[src/rtl/pim_pkg.sv]
// Package for the power-management interrupt mask block.
// Assumes a byte-wide register port decoded from the serial control link.
package pim_pkg;
  // ****************************************
  // Register offsets
  // ****************************************
  localparam logic [7:0] PIM_OFS_TOP_FIRST = 8'h20;  // First top-level mask
  localparam logic [7:0] PIM_OFS_TOP_SECOND = 8'h21; // Second top-level mask
  localparam logic [7:0] PIM_OFS_REGULATOR = 8'h22;  // Buck mask
  // ****************************************
  // Field positions, first top-level mask
  // ****************************************
  localparam int PIM_BIT_POWER_OK = 7;
  localparam int PIM_BIT_SYNC_CLK = 4;
  localparam int PIM_BIT_HOT_DIE = 2;
  localparam int PIM_BIT_LOAD_SAMPLE = 0;
  // Writable bits of first register (reserved 6:5, 3, 1 are R/W too)
  localparam logic [7:0] PIM_WMASK_TOP_FIRST = 8'hff;
  // ****************************************
  // Field positions, second top-level mask
  // ****************************************
  localparam int PIM_BIT_REG_RESET = 0;
  localparam logic [7:0] PIM_WMASK_TOP_SECOND = 8'hfe; // Bit 0 is reloaded only
  localparam logic [7:0] PIM_RST_TOP_SECOND_HI = 8'h00;
  // ****************************************
  // Field positions, buck mask
  // ****************************************
  localparam int PIM_BIT_SW1_FAIL = 7;
  localparam int PIM_BIT_SW1_GOOD = 6;
  localparam int PIM_BIT_SW1_OVERCURRENT = 4;
  localparam int PIM_BIT_SW0_FAIL = 3;
  localparam int PIM_BIT_SW0_GOOD = 2;
  localparam int PIM_BIT_SW0_OVERCURRENT = 0;
  localparam logic [7:0] PIM_WMASK_REGULATOR = 8'hdd; // Bits 5 and 1 read zero
  // Number of event sources
  localparam int PIM_NUM_EVT = 11;
  // Event indices
  localparam int PIM_EV_POWER_OK = 0;
  localparam int PIM_EV_SYNC_CLK = 1;
  localparam int PIM_EV_HOT_DIE = 2;
  localparam int PIM_EV_LOAD_SAMPLE = 3;
  localparam int PIM_EV_REG_RESET = 4;
  localparam int PIM_EV_SW1_FAIL = 5;
  localparam int PIM_EV_SW1_GOOD = 6;
  localparam int PIM_EV_SW1_OVERCURRENT = 7;
  localparam int PIM_EV_SW0_FAIL = 8;
  localparam int PIM_EV_SW0_GOOD = 9;
  localparam int PIM_EV_SW0_OVERCURRENT = 10;
  // Load state machine
  typedef enum logic [1:0] {
    PIM_ST_LOAD = 2'b01,
    PIM_ST_RUN = 2'b10
  } pim_state_t;
endpackage

[src/rtl/pim_sync.sv]
// Two-flop synchroniser vector for pin-level event inputs.
// Assumes inputs are asynchronous levels; one clock domain.
`timescale 1ns/100ps
module pim_sync
#(
  parameter int WIDTH = 11
)
(
  // Clock and reset
  input wire logic core_clk_i,
  input wire logic rst_b_i,
  // Data
  input wire logic [WIDTH-1:0] async_i,
  output logic [WIDTH-1:0] sync_o
);
  logic [WIDTH-1:0] meta; // First stage, read only by second
  // ****************************************
  // Two stages
  // ****************************************
  always_ff @(posedge core_clk_i or negedge rst_b_i)
  begin
    if (!rst_b_i)
    begin
      meta <= '0;
      sync_o <= '0;
    end
    else
    begin
      meta <= async_i;
      sync_o <= meta;
    end
  end
endmodule

[src/rtl/pim_mask_regs.sv]
// Interrupt mask registers of a power-management device.
// Assumes a decoded byte register port from the serial link, and
// one-time-programmable defaults presented on otp_* before reset release.
// Overview of operation
// - Bit 7 first mask blocks power-ok interrupt
// - Masks never alter the raw status bits
// - Sync clock detect interrupt has mask bit
// - Bit 2 first mask blocks hot die
// - Bit 0 first mask blocks load sample
// - Second mask bit 0 blocks reg reset
// - Reg reset mask reloaded from OTP only
// - Buck bit 7 blocks switcher1 fail interrupt
// - Buck bit 6 blocks switcher1 good interrupt
// - Buck bits 4,3,2,0 block remaining events
`timescale 1ns/100ps
module pim_mask_regs
  import pim_pkg::*;
(
  // Clock and reset
  input wire logic core_clk_i,
  input wire logic rst_b_i,
  // Register port from serial link
  input wire logic reg_wr_i,
  input wire logic reg_rd_i,
  input wire logic [7:0] reg_addr_i,
  input wire logic [7:0] reg_wdata_i,
  output logic [7:0] reg_rdata_o,
  // OTP defaults
  input wire logic [7:0] otp_top_first_i,
  input wire logic otp_reg_reset_i,
  input wire logic [7:0] otp_regulator_i,
  // Raw event pulses from pins, asynchronous
  input wire logic [pim_pkg::PIM_NUM_EVT-1:0] event_i,
  // Flags and interrupt
  output logic [pim_pkg::PIM_NUM_EVT-1:0] irq_flag_o,
  output logic irq_o,
  output logic [pim_pkg::PIM_NUM_EVT-1:0] event_raw_o
);
  import pim_pkg::*;
  // ****************************************
  // Declarations
  // ****************************************
  pim_state_t state; // Load or run
  logic [7:0] top_event_mask_first; // Mask register 0x20
  logic [7:0] top_event_mask_second; // Mask register 0x21
  logic [7:0] regulator_event_mask; // Mask register 0x22
  logic [PIM_NUM_EVT-1:0] ev_sync; // Synchronised events
  logic [PIM_NUM_EVT-1:0] ev_prev; // Last sample, for edges
  logic [PIM_NUM_EVT-1:0] ev_rise; // New event this cycle
  logic [PIM_NUM_EVT-1:0] ev_block; // Mask per event
  logic [PIM_NUM_EVT-1:0] next_flag; // Next flag value
  logic [PIM_NUM_EVT-1:0] flag_clr; // Clear request, unused source
  logic [7:0] next_rdata; // Read mux
  // ****************************************
  // Input synchroniser
  // ****************************************
  pim_sync #(.WIDTH(PIM_NUM_EVT)) u_sync
  (
    .core_clk_i(core_clk_i),
    .rst_b_i(rst_b_i),
    .async_i(event_i),
    .sync_o(ev_sync)
  );
  // ****************************************
  // Load state after reset
  // ****************************************
  // One cycle to take OTP defaults after release
  always_ff @(posedge core_clk_i or negedge rst_b_i)
  begin
    if (!rst_b_i)
    begin
      state <= PIM_ST_LOAD;
    end
    else
    begin
      unique case (state)
        PIM_ST_LOAD: state <= PIM_ST_RUN;
        PIM_ST_RUN: state <= PIM_ST_RUN;
        default: state <= PIM_ST_LOAD;
      endcase
    end
  end
  // ****************************************
  // Mask registers
  // ****************************************
  // First top-level mask, OTP then writes
  always_ff @(posedge core_clk_i or negedge rst_b_i)
  begin
    if (!rst_b_i)
    begin
      top_event_mask_first <= 8'h00;
    end
    else if (state == PIM_ST_LOAD)
    begin
      top_event_mask_first <= otp_top_first_i & PIM_WMASK_TOP_FIRST;
    end
    else if (reg_wr_i && reg_addr_i == PIM_OFS_TOP_FIRST)
    begin
      top_event_mask_first <= reg_wdata_i & PIM_WMASK_TOP_FIRST;
    end
  end
  // Second top-level mask, bit 0 OTP only
  always_ff @(posedge core_clk_i or negedge rst_b_i)
  begin
    if (!rst_b_i)
    begin
      top_event_mask_second <= PIM_RST_TOP_SECOND_HI;
    end
    else if (state == PIM_ST_LOAD)
    begin
      top_event_mask_second <= PIM_RST_TOP_SECOND_HI;
      top_event_mask_second[PIM_BIT_REG_RESET] <= otp_reg_reset_i;
    end
    else if (reg_wr_i && reg_addr_i == PIM_OFS_TOP_SECOND)
    begin
      top_event_mask_second <= (reg_wdata_i & PIM_WMASK_TOP_SECOND)
        | (top_event_mask_second & ~PIM_WMASK_TOP_SECOND);
    end
  end
  // Buck mask, reserved bits stay zero
  always_ff @(posedge core_clk_i or negedge rst_b_i)
  begin
    if (!rst_b_i)
    begin
      regulator_event_mask <= 8'h00;
    end
    else if (state == PIM_ST_LOAD)
    begin
      regulator_event_mask <= otp_regulator_i & PIM_WMASK_REGULATOR;
    end
    else if (reg_wr_i && reg_addr_i == PIM_OFS_REGULATOR)
    begin
      regulator_event_mask <= reg_wdata_i & PIM_WMASK_REGULATOR;
    end
  end
  // ****************************************
  // Mask mapping per event
  // ****************************************
  always_comb
  begin
    ev_block[PIM_EV_POWER_OK] = top_event_mask_first[PIM_BIT_POWER_OK];
    ev_block[PIM_EV_SYNC_CLK] = top_event_mask_first[PIM_BIT_SYNC_CLK];
    ev_block[PIM_EV_HOT_DIE] = top_event_mask_first[PIM_BIT_HOT_DIE];
    ev_block[PIM_EV_LOAD_SAMPLE] = top_event_mask_first[PIM_BIT_LOAD_SAMPLE];
    ev_block[PIM_EV_REG_RESET] = top_event_mask_second[PIM_BIT_REG_RESET];
    ev_block[PIM_EV_SW1_FAIL] = regulator_event_mask[PIM_BIT_SW1_FAIL];
    ev_block[PIM_EV_SW1_GOOD] = regulator_event_mask[PIM_BIT_SW1_GOOD];
    ev_block[PIM_EV_SW1_OVERCURRENT] = regulator_event_mask[PIM_BIT_SW1_OVERCURRENT];
    ev_block[PIM_EV_SW0_FAIL] = regulator_event_mask[PIM_BIT_SW0_FAIL];
    ev_block[PIM_EV_SW0_GOOD] = regulator_event_mask[PIM_BIT_SW0_GOOD];
    ev_block[PIM_EV_SW0_OVERCURRENT] = regulator_event_mask[PIM_BIT_SW0_OVERCURRENT];
  end
  // ****************************************
  // Edge detect and flags
  // ****************************************
  // Previous sample of synchronised events
  always_ff @(posedge core_clk_i or negedge rst_b_i)
  begin
    if (!rst_b_i)
    begin
      ev_prev <= '0;
    end
    else
    begin
      ev_prev <= ev_sync;
    end
  end
  assign ev_rise = ev_sync & ~ev_prev;
  // Flag clear request tied off; no clear path here beyond reset
  assign flag_clr = '0;
  // Set only when unmasked, set beats clear
  assign next_flag = (irq_flag_o & ~flag_clr) | (ev_rise & ~ev_block);
  always_ff @(posedge core_clk_i or negedge rst_b_i)
  begin
    if (!rst_b_i)
    begin
      irq_flag_o <= '0;
      irq_o <= 1'b0;
    end
    else
    begin
      irq_flag_o <= next_flag;
      irq_o <= |next_flag;
    end
  end
  always_ff @(posedge core_clk_i or negedge rst_b_i)
  begin
    if (!rst_b_i)
    begin
      event_raw_o <= '0;
    end
    else
    begin
      event_raw_o <= ev_sync;
    end
  end
  // ****************************************
  // Read data
  // ****************************************
  always_comb
  begin
    unique case (reg_addr_i)
      PIM_OFS_TOP_FIRST: next_rdata = top_event_mask_first;
      PIM_OFS_TOP_SECOND: next_rdata = top_event_mask_second;
      PIM_OFS_REGULATOR: next_rdata = regulator_event_mask;
      default: next_rdata = 8'h00;
    endcase
  end
  // Registered read data
  always_ff @(posedge core_clk_i or negedge rst_b_i)
  begin
    if (!rst_b_i)
    begin
      reg_rdata_o <= 8'h00;
    end
    else if (reg_rd_i)
    begin
      reg_rdata_o <= next_rdata;
    end
  end
endmodule

[config.mk]
export PLATFORM = sky130hd
export DESIGN_NAME = pim_mask_regs
export DESIGN_NICKNAME = d
export VERILOG_FILES = /design/src/rtl/pim_pkg.sv /design/src/rtl/pim_sync.sv /design/src/rtl/pim_mask_regs.sv
export SDC_FILE = /design/constraint.sdc
export NUM_CORES = 1
export LEC_CHECK = 0
export CAP_MARGIN = 10
export CORE_MARGIN = 2
export CORE_UTILIZATION = 37
export DETAILED_ROUTE_END_ITERATION = 6
export DONT_BUFFER_PORTS = 1
export GPL_TIMING_DRIVEN = 1
export PLACE_DENSITY = 0.57
export SETUP_SLACK_MARGIN = 0.05
export SYNTH_ARGS = -nofsm -noshare
export SYNTH_HDL_FRONTEND = slang
export SYNTH_SLANG_ARGS = --single-unit
export TNS_END_PERCENT = 50
[constraint.sdc]
create_clock -name core_clk_i -period 2 [get_ports core_clk_i]
set_input_delay 0.2 -clock core_clk_i [delete_from_list [all_inputs] [get_ports core_clk_i]]
set_output_delay 0.2 -clock core_clk_i [all_outputs]
set_load 0.1 [all_outputs]
# Word-level counts from Yosys, hierarchy flattened
# Index checks and enable logic that the tools add are counted.
# classes
eq_ne	5
bitwise	6
n_mux	8
reduce_logical	8
# ops
op	n
two-way mux 8 bit	6
== test 8 x 6 -> 1 bit (second input constant)	3
one-hot mux 8 bit (3 select lines)	1
bitwise AND 11 bit	2
NOT 11 bit	2
bitwise OR 11 bit	1
OR reduction 11 bit	1
bitwise OR 8 x 1 -> 8 bit	1
nonzero test 2 bit	3
logical AND 1 bit	3
== test 2 x 1 -> 1 bit (second input constant)	1
== test 2 bit (second input constant)	1
two-way mux 2 bit	1
OR reduction 2 bit	1
# totals
input_bits	48
register_bits	79
wordCells	37

# Logic depth before layout (Yosys ltp)
# Gate-level depths: netlist of run 1.
# depth
word_depth	5
depth_mapped	6
mapped_depth_nobuf	4

# Cells and area by module
# From an unflattened synthesis of run 1, not the netlist that was laid out.
# hier_totals
cells_unflattened	223
area_unflattened_um2	2869.0
# modules_own_cells
module	seq_area_each_um2	cells_per_inst	area_each_um2	n_inst
pim_mask_regs	1377.6	201	2318.5	1
pim_sync	550.5	22	550.5	1

# Worst setup path before layout of run 1
# No wires, ideal clock.
# synth_path
kind	register to register
from	reg ev_prev[8]
to	reg irq_o
required_ns	1.869
arrival_time_ns	2.027
path_stages_with_launch	5
period_less_slack_ns	2.158
slack_ns	-0.158
setup_ns	0.131
cell_sequence	dfrtp_1 -> nor2_1 -> a21o_1 -> or4_1 -> or3_1
# synth_via
elab_chain_len	5
# synth_lines
element	line_no	text
from (decl)	pim_mask_regs.sv:48	logic [PIM_NUM_EVT-1:0] ev_prev;
from (signal assigned)	pim_mask_regs.sv:165	ev_prev <= ev_sync;
NOT 11 bit	pim_mask_regs.sv:168	assign ev_rise = ev_sync & ~ev_prev;
bitwise AND 11 bit	pim_mask_regs.sv:168	
bitwise AND 11 bit	pim_mask_regs.sv:172	assign next_flag = (irq_flag_o & ~flag_clr) | (ev_rise & ~ev_block);
bitwise OR 11 bit	pim_mask_regs.sv:172	
named net next_flag[8]	pim_mask_regs.sv:51	logic [PIM_NUM_EVT-1:0] next_flag;
OR reduction 11 bit	pim_mask_regs.sv:183	irq_o <= |next_flag;
to (signal assigned)	pim_mask_regs.sv:183	
to (decl)	pim_mask_regs.sv:36	output logic irq_o,
# The timed path passes the listed nets, and every way through them passes these cells.
# A chain may end at the register's enable or synchronous reset.

# Worst setup path after layout of run 1
# layout_path
from	reg regulator_event_mask[3]
to	reg irq_o
# layout_via
elab_chain_len	4
# layout_lines
element	line_no	text
from (decl)	pim_mask_regs.sv:46	logic [7:0] regulator_event_mask;
from (signal assigned)	pim_mask_regs.sv:129	regulator_event_mask <= otp_regulator_i & PIM_WMASK_REGULATOR;
from (signal assigned)	pim_mask_regs.sv:133	regulator_event_mask <= reg_wdata_i & PIM_WMASK_REGULATOR;
NOT 11 bit	pim_mask_regs.sv:172	
bitwise AND 11 bit	pim_mask_regs.sv:172	
bitwise OR 11 bit	pim_mask_regs.sv:172	
named net next_flag[8]	pim_mask_regs.sv:51	
OR reduction 11 bit	pim_mask_regs.sv:183	
# The timed path passes the listed nets, and every way through them passes these cells.

==> results of run 1 <==
[placed cells by master (no fill, tap or decap)]
| master | instances |
|---|---|
| nand3_4 | 1 |
| inv_6 | 3 |
| nor3_2 | 1 |
| dfrtp_2 | 14 |
| inv_1 | 10 |
| dfstp_2 | 1 |
| nor2_1 | 25 |
| a21oi_1 | 6 |
| clkbuf_8 | 9 |
| o22ai_1 | 6 |
| clkinv_4 | 1 |
| dlygate4sd3_1 | 34 |
| ha_1 | 1 |
| nand4_1 | 3 |
| mux2i_1 | 13 |
| nand4_4 | 1 |
| nor2b_1 | 2 |
| nand2_1 | 1 |
| o21ai_0 | 2 |
| and4_2 | 1 |
| inv_8 | 2 |
| buf_4 | 33 |
| a21o_1 | 11 |
| or4_1 | 2 |
| dfrtp_1 | 62 |
| nor4b_4 | 1 |
| or3_1 | 2 |
| bufinv_16 | 1 |
| mux2_2 | 31 |
[routing by layer]
layer / part of all wire, % / wire length [um] / GRT usage [%]
met4: 0.79 / 45 / 5.224
met3: 8.0 / 459 / 6.738
met1: 42 / 2401 / 17.67
met2: 49 / 2811 / 23.10
met5: 0 / 0 / 0
[report_power, final]
group	switching [mW]	internal [mW]
clock	0.614	0.609
sequential	0.0369	1.62
combinational	0.147	0.121
total	0.797	2.35
[area by class of cell]
class                      instances  share of cell area [%]
clock buffer                       9                   3.259
multi-input combinational        110                   23.44
timing repair buffer              67                   15.47
clock inverter                     7                   2.304
tap                              102                   3.357
sequential                        77                   51.19
inverter                          10                  0.9875
[through the flow]
stage          utilization (%)  power, mW  cells  setup slack (ps)
2_1_floorplan                -      1.868    203             54.57
3_3_place_gp             42.49      1.900    332             322.3
3_5_place_dp             42.49      1.904    332             298.3
4_1_cts                  49.71      3.209    382             291.1
5_1_grt                  49.71      3.290    382             236.4
6_report                 49.71      3.150    382             316.7
[synthesized netlist by cell type]
library cell   n  area share (%)
nor2b_1        2            0.43
nand3_4        1            0.61
mux2_2        31              12
or4_1          2            0.52
dfstp_2        1            0.91
a21oi_1        6             1.0
o22ai_1        6             1.3
inv_1         10             1.3
a21o_1        11             2.9
or3_1          2            0.43
nor4b_4        1            0.82
nand4_1        3            0.65
buf_2          1            0.17
dfrtp_1       76              66
o21ai_0        2            0.35
clkbuf_1       3            0.39
mux2i_1       13             4.5
nor3_2         1            0.35
buf_4          1            0.26
and4_2         1            0.35
nand2_1        1            0.13
ha_1           1            0.43
buf_1          1            0.13
nor2_1        25             3.3
nand4_4        1            0.74
[registers in the layout, summed over array words and instances, names as in the netlist, 2 cells and up]
signal / flops
ev_prev: 11
irq_flag_o: 11
reg_rdata_o: 8
regulator_event_mask: 6
state: 2
top_event_mask_first: 8
top_event_mask_second: 8
u_sync.meta: 11
u_sync.sync_o: 11
[worst paths after layout]
check,slack (ps),end,cells after the start,startpoint
max reg2reg,320,irq_o,4,regulator_event_mask[3]
min,-460,u_sync.meta[7],0,rst_b_i
max,320,irq_o,4,regulator_event_mask[3]
min reg2reg,350,u_sync.sync_o[9],0,u_sync.meta[9]
max in group asynchronous,2260,state[0],0,rst_b_i
min in group core_clk_i,90,reg_rdata_o[1],3,reg_addr_i[3]
[timing repair]
item / CTS / global route
resized for setup: 0 / 0
endpoints found under the setup margin: 0 / 0
hold endpoints to repair: 118 / 77
[kinds of logic after synthesis]
group                      synth area share, %
DFF                                      66.85
muxes                                    16.62
adders and majority gates               0.4338
AOI/OAI and AO/OA                        5.553
and+or+nand+nor                          8.286
buffers and inverters                    2.256
[worst max-delay path: cells and delay by family, from the launching register on]
kind	cells	cell delay (ps)
AO/OA/AOI/OAI	1	210
flip-flops	1	370
AND/OR/NAND/NOR	3	980
==> results.json, run 1 <==
{
  "coreArea_um2": 7647,
  "crit_chain": "nor2_1 -> a21o_1 -> or4_1 -> or3_1",
  "syn2layout_area_growth_pct": 31.80,
  "hpwlAfterDp_um": 3856,
  "synth_nets": 252,
  "num_vias": 1767,
  "max-slew-margin-rel_pct": 68.27,
  "crit_path_max_fanout": 3,
  "slowest_delay_ps": 550,
  "finalCritPeriodShare_pct": 84.16,
  "cts_max_path_buffers": 2,
  "max_clock_freq_mhz": 594.1,
  "multiInputGateArea_um2": 890.9,
  "violations": "hold timing",
  "syn-instance-count": 203,
  "route.detailed.drc": 0,
  "start_util_pct": 37.71,
  "drt_first_pass_iters": 4,
  "grt_pass1_wl_um": 9280,
  "ant_nets": 0,
  "ys_ff_latch": 77,
  "cts_setup_buffers": 0,
  "setup_viol": 0,
  "clkLatencyLatePin_ps": 350,
  "seq_area_frac_synth_pct": 66.85,
  "postPlaceCellArea_um2": 3249,
  "p_per_area_nw_per_um2": 828.8,
  "cts.sinks": 77,
  "cts_buffers": 9,
  "ir_drop_uv": 790.5,
  "grt_usage_pct": 14.63,
  "nFillCells": 677,
  "dieHeight_um": 92.29,
  "min_path_type": "input pin to async pin",
  "grt-ovfl-total": 0,
  "fin_worst_skew_ps": 10.71,
  "period_needed_ps": 1683,
  "cp.arrival_ps": 1910,
  "antenna_found_initial": 0,
  "worstSetupEndpointType": "flop",
  "die-area_um2": 8517,
  "setup_tns_ps": 0,
  "wl_per_cell_um": 14.97,
  "slew_viol_final": 0,
  "worst_pin_slew_ps": 474.0,
  "root_buffer": "clkbuf_8",
  "drive_gt1_share_pct": 35.71,
  "grt_max_degree": 78,
  "synth_cell_types": 25,
  "htree_levels": 3,
  "rows": 32,
  "worstPathRequired_ps": 2220,
  "drt-vias-per-instance": 4.626,
  "start_kind": "flop",
  "drv_cap": 0,
  "hold_viol": 77,
  "gp_congestion": 0.7415,
  "cp_slowest_cell": "or4_1",
  "crit_type": "flop to flop",
  "syn_area_um2": 2884,
  "seqCellArea_um2": 1946,
  "status": "complete, but fails checks",
  "pin_count": 79,
  "leakagePower_nw": 1.617,
  "cts.clk_slew.worst_paths_ps": 90,
  "die_x_um": 92.29,
  "hold_slack_ps": -461.2,
  "io_buffer_count": 0,
  "postLayoutCellArea_um2": 3801,
  "drt_iter0_drc": 73,
  "antennaDiodeCount": 0,
  "routed_wl_um": 5718,
  "grt_setup_unrepaired": "no",
  "nNetsFinal": 324,
  "grt_pass1_vias": 1843,
  "yosys_warnings": 0,
  "cts_tree": "yes",
  "synth.avg_cell_area_um2": 14.21,
  "cts_hold_buffers": 34
}
(Power assumes the default switching activity.)
==> inputs of run 2 (changes only) <==
==> constraint.sdc (replaced) <==
create_clock -name core_clk_i -period 1.62 [get_ports core_clk_i]
set_input_delay 0.162 -clock core_clk_i [delete_from_list [all_inputs] [get_ports core_clk_i]]
set_output_delay 0.162 -clock core_clk_i [all_outputs]
set_load 0.1 [all_outputs]
==> run 2 against run 1 <==
Against the previous run:
- the run still ends with hold timing left
- maximum frequency up 6.7%
- cell area rose by 2.3%
- power increased by 28%
- core utilization increased by 1.2 points
- cell count rose by 1.0%
- non-clock buffer count is 4 higher
- global-route usage up 0.28 points
- first-iteration DRC count grew 52%
- die area unchanged
- clock skew about the same
==> results.json, run 2 (synthesis gave the netlist of run 1 again) <==
{
  "hpwlAfterDp_um": 3870,
  "worst_slack_ps": 41.77,
  "grtUsageMet1_pct": 20.41,
  "nNetsFinal": 328,
  "p_per_area_nw_per_um2": 1035,
  "cts_max_path_buffers": 2,
  "coreArea_um2": 7647,
  "hold_viol": 77,
  "layout_commonest_cell": "dfrtp_1",
  "grt_usage_pct": 14.91,
  "start_util_pct": 37.71,
  "antennaDiodeCount": 0,
  "drive_gt1_share_pct": 39.44,
  "die-area_um2": 8517,
  "drt_first_pass_iters": 4,
  "grt_max_degree": 78,
  "worstPathRequired_ps": 1840,
  "max_clock_freq_mhz": 633.6,
  "grt_pass1_vias": 1903,
  "finalCritPeriodShare_pct": 97.42,
  "cts_buffers": 9,
  "totalPowerFinal_mw": 4.028,
  "cts_tree": "yes",
  "violations": "hold timing",
  "final_cell_mix": "dfrtp_1 (55), buf_4 (36), dlygate4sd3_1 (34), mux2_2 (31), nor2_1 (25)",
  "crit_type": "flop to flop",
  "cts.sinks": 77,
  "syn2layout_area_growth_pct": 34.88,
  "wl_per_cell_um": 15.13,
  "final_core_util_pct": 50.87,
  "min_path_type": "input pin to async pin",
  "worstSetupEndpointType": "flop",
  "postPlaceCellArea_um2": 3293,
  "pre_cts_ws_ps": -19.43,
  "cts_hold_buffers": 34,
  "grt_busiest_layer": "met2",
  "dieHeight_um": 92.29,
  "pin_count": 79,
  "route.detailed.drc": 0,
  "grt_setup_unrepaired": "yes",
  "postLayoutCellArea_um2": 3890,
  "met2_usage_pct": 22.55,
  "max-slew-margin-rel_pct": 69.21,
  "leakagePower_nw": 1.639,
  "nFillCells": 673,
  "htree_levels": 3,
  "drt-vias-per-instance": 4.601,
  "crit_path_max_fanout": 2,
  "num_vias": 1776,
  "io_buffer_count": 0,
  "period_needed_ps": 1578,
  "root_buffer": "clkbuf_8",
  "routed_wl_um": 5841,
  "ir_drop_uv": 730.6,
  "ff2ff_setup_slack_ps": 40,
  "cts.clk_slew.worst_paths_ps": 90,
  "fin_worst_skew_ps": 10.35,
  "drv_cap": 0,
  "start_kind": "flop",
  "gp_congestion": 0.7206,
  "grtUsageMet3_pct": 4.108,
  "status": "complete, but fails checks",
  "clkLatencyLatePin_ps": 340,
  "grt-ovfl-total": 0,
  "hold_slack_ps": -490.6,
  "setup_viol": 0,
  "drt_iter0_drc": 111,
  "worst_pin_slew_ps": 460.9,
  "grt_pass1_wl_um": 9584,
  "antenna_found_initial": 0,
  "slew_viol_final": 0,
  "cp.arrival_ps": 1790,
  "rows": 32,
  "die_x_um": 92.29,
  "ant_nets": 0
}
## run 2: stage by stage
stage          hold slack [ps]  TNS (ps)  instances
2_1_floorplan           -133.6    -173.4        203
6_report                -490.6         0        386
4_1_cts                 -508.9         0        385
3_3_place_gp            -131.6         0        333
5_1_grt                 -524.4    -27.92        386
3_5_place_dp            -131.6    -19.43        333
## run 2: layout make-up
cell class	instances	area, um^2	area share, %
clock buffer	10	137.6	3.538
clock inverter	6	92.59	2.380
inverter	10	37.54	0.9649
multi-input combinational	110	894.6	23.00
sequential	77	1969	50.63
tap	102	127.6	3.281
timing repair buffer	71	630.6	16.21
## run 2: critical path, cell delays in order (launching register included)
cell and delay (ps):
dfrtp_4 410, nor2_1 40, a21o_1 170, or4_1 490
or3_1 340
## run 2: layer usage
layer,wire length (um),share of wire (%)
met5,0,0
met3,320,5.5
met4,77,1.3
met1,2789,48
met2,2654,45
## run 2: power by group
group          switching (mW)  total, mW  internal [mW]
combinational           0.185      0.339          0.154
clock                   0.718       1.64          0.920
sequential             0.0431       2.05           2.01
## run 2: timing repair
action,in CTS,in global routing
resized for setup,1,0
setup buffers,2,1
pin swaps,4,0
endpoints found under the hold margin,118,77
gates cloned,0,0
endpoints found under the setup margin,1,1
## run 2: final timing paths
check,startpoint,endpoint,cells past startpoint
setup / recovery,ev_prev[5],irq_o,4
hold / removal,rst_b_i,regulator_event_mask[6],0
setup reg to reg,ev_prev[5],irq_o,4
hold reg to reg,u_sync.meta[4],u_sync.sync_o[4],0
max in group asynchronous,rst_b_i,state[0],0
min in group core_clk_i,reg_addr_i[6],reg_rdata_o[1],3
==> inputs of run 3 (changes only) <==
--- a/config.mk
+++ b/config.mk
@@ -5,13 +5,14 @@
 export SDC_FILE = /design/constraint.sdc
 export NUM_CORES = 1
 export LEC_CHECK = 0
-export CAP_MARGIN = 10
+export CAP_MARGIN = 30
 export CORE_MARGIN = 2
 export CORE_UTILIZATION = 37
 export DETAILED_ROUTE_END_ITERATION = 6
 export DONT_BUFFER_PORTS = 1
 export GPL_TIMING_DRIVEN = 1
 export PLACE_DENSITY = 0.57
+export REMOVE_ABC_BUFFERS = 1
 export SETUP_SLACK_MARGIN = 0.05
 export SYNTH_ARGS = -nofsm -noshare
 export SYNTH_HDL_FRONTEND = slang
==> run 3 against run 2 <==
Against the previous run:
- the run still ends with hold timing left
- non-clock buffer count grew 13
- combinational power grew 8.3%
- count of clock-buffer cells in the layout grew 1
- core utilization grew 0.18 points
- first-iteration DRC count shrank 48%
- critical endpoint unchanged
- largest cell class unchanged
- highest routed layer unchanged
==> results.json, run 3 (synthesis gave the netlist of run 1 again) <==
{
  "status": "complete, but fails checks",
  "violations": "hold timing",
  "fin_worst_skew_ps": 9.079,
  "worstSetupEndpointType": "flop",
  "num_vias": 1817,
  "routed_wl_um": 5899,
  "cp.arrival_ps": 1800,
  "cts_tree": "yes",
  "final_cells": 399,
  "drive_gt1_share_pct": 34.68,
  "hold_slack_ps": -494.4,
  "dp_cells": 339,
  "rows": 32,
  "drt_iter0_drc": 58,
  "worst_pin_slew_ps": 462.3,
  "start_util_pct": 37.71,
  "crit_path_max_fanout": 2,
  "hpwlAfterDp_um": 3935,
  "gp_congestion": 0.7544,
  "antennaDiodeCount": 0,
  "cts_max_path_buffers": 2,
  "period_needed_ps": 1584,
  "htree_levels": 3,
  "die-area_um2": 8517,
  "clkLatencyLatePin_ps": 340,
  "coreArea_um2": 7647,
  "wl_per_cell_um": 14.78,
  "pin_count": 79,
  "root_buffer": "clkbuf_8",
  "layout_commonest_cell": "dfrtp_1",
  "cts_hold_buffers": 34,
  "cts.sinks": 77,
  "grt_setup_unrepaired": "yes",
  "antenna_found_initial": 0,
  "nNetsFinal": 341,
  "slew_viol_final": 0,
  "grt_max_degree": 78,
  "cts_buffers": 9,
  "setup_viol": 0,
  "worstPathRequired_ps": 1840,
  "hold_viol": 77,
  "finalCritPeriodShare_pct": 97.80,
  "drv_cap": 0,
  "drt_first_pass_iters": 4,
  "totalPowerFinal_mw": 3.852,
  "crit_type": "flop to flop",
  "max_clock_freq_mhz": 631.2,
  "grt-ovfl-total": 0,
  "die_x_um": 92.29,
  "min_path_type": "input pin to async pin",
  "syn2layout_area_growth_pct": 35.36,
  "io_buffer_count": 0,
  "ant_nets": 0,
  "grt_pass1_vias": 1891,
  "max-slew-margin-rel_pct": 69.12,
  "leakagePower_nw": 1.700,
  "start_kind": "flop",
  "grt_pass1_wl_um": 9287,
  "grt_usage_pct": 14.81,
  "final_cell_mix": "dfrtp_1 (76), buf_4 (50), dlygate4sd3_1 (34), mux2_2 (31), nor2_1 (25)",
  "ir_drop_uv": 628.3,
  "cts.clk_slew.worst_paths_ps": 80,
  "route.detailed.drc": 0,
  "drt-vias-per-instance": 4.554,
  "p_per_area_nw_per_um2": 986.8,
  "r2r_cells": 3,
  "dieHeight_um": 92.29
}
-- run 3: path summary, 6_finish.rpt --
| path | startpoint | endpoint | slack [ps] |
|---|---|---|---|
| worst max-delay path | u_sync.sync_o[7] | irq_o | 40 |
| worst min-delay path | rst_b_i | u_sync.meta[5] | -490 |
| worst max register to register | u_sync.sync_o[7] | irq_o | 40 |
| worst min register to register | u_sync.meta[3] | u_sync.sync_o[3] | 350 |
| max in group asynchronous | rst_b_i | state[0] | 1910 |
| min in group core_clk_i | reg_addr_i[6] | reg_rdata_o[1] | 60 |
-- run 3: report_power, final --
part | switching (mW) | total, mW | leakage [nW] | internal [mW]
registers | 0.0412 | 2.04 | 0.892 | 2.00
logic | 0.191 | 0.367 | 0.712 | 0.176
clock network | 0.685 | 1.44 | 0.0959 | 0.757
total | 0.917 | 3.85 | 1.70 | 2.93
-- run 3: per-stage QoR --
stage | utilization [%] | instance area [um^2] | setup WS, ps | hold WS, ps | TNS [ps]
after global placement | 42.95 | 3284 | 0.6123 | -131.5 | 0
after floorplan | - | 2856 | -538.3 | -133.6 | -538.3
after global routing | 51.05 | 3904 | -6.455 | -528.8 | -6.455
after CTS | 50.85 | 3889 | 48.20 | -508.8 | 0
final | 51.05 | 3904 | 35.68 | -494.4 | 0
after detailed placement | 42.95 | 3284 | -2.699 | -131.7 | -2.699
-- run 3: area by class of cell --
| cell class | count | area, um^2 |
|---|---|---|
| inverter | 10 | 37.54 |
| clock inverter | 5 | 58.81 |
| timing repair buffer | 84 | 715.7 |
| clock buffer | 11 | 141.4 |
| tap | 102 | 127.6 |
| multi-input combinational | 110 | 894.6 |
| sequential | 77 | 1928 |
| fill | 693 | 3744 |
-- run 3: metal layers --
metal / part of all wire [%] / global-route usage [%]
met3: 6.5 / 5.423
met1: 44 / 18.61
met5: 0 / 0
met2: 48 / 23.10
met4: 1.5 / 6.343
-- run 3: repair_timing --
action | in CTS | in global routing
gates cloned | 0 | 0
pin swaps | 7 | 0
endpoints found under the setup margin | 1 | 1
resized for setup | 1 | 0
setup buffers | 8 | 2
endpoints found under the hold margin | 118 | 77
-- run 3: worst max-delay path: stages, from the launching register on --
cell     delay, ps
dfrtp_1        390
a21o_1         200
or4_1          530
or3_1          350
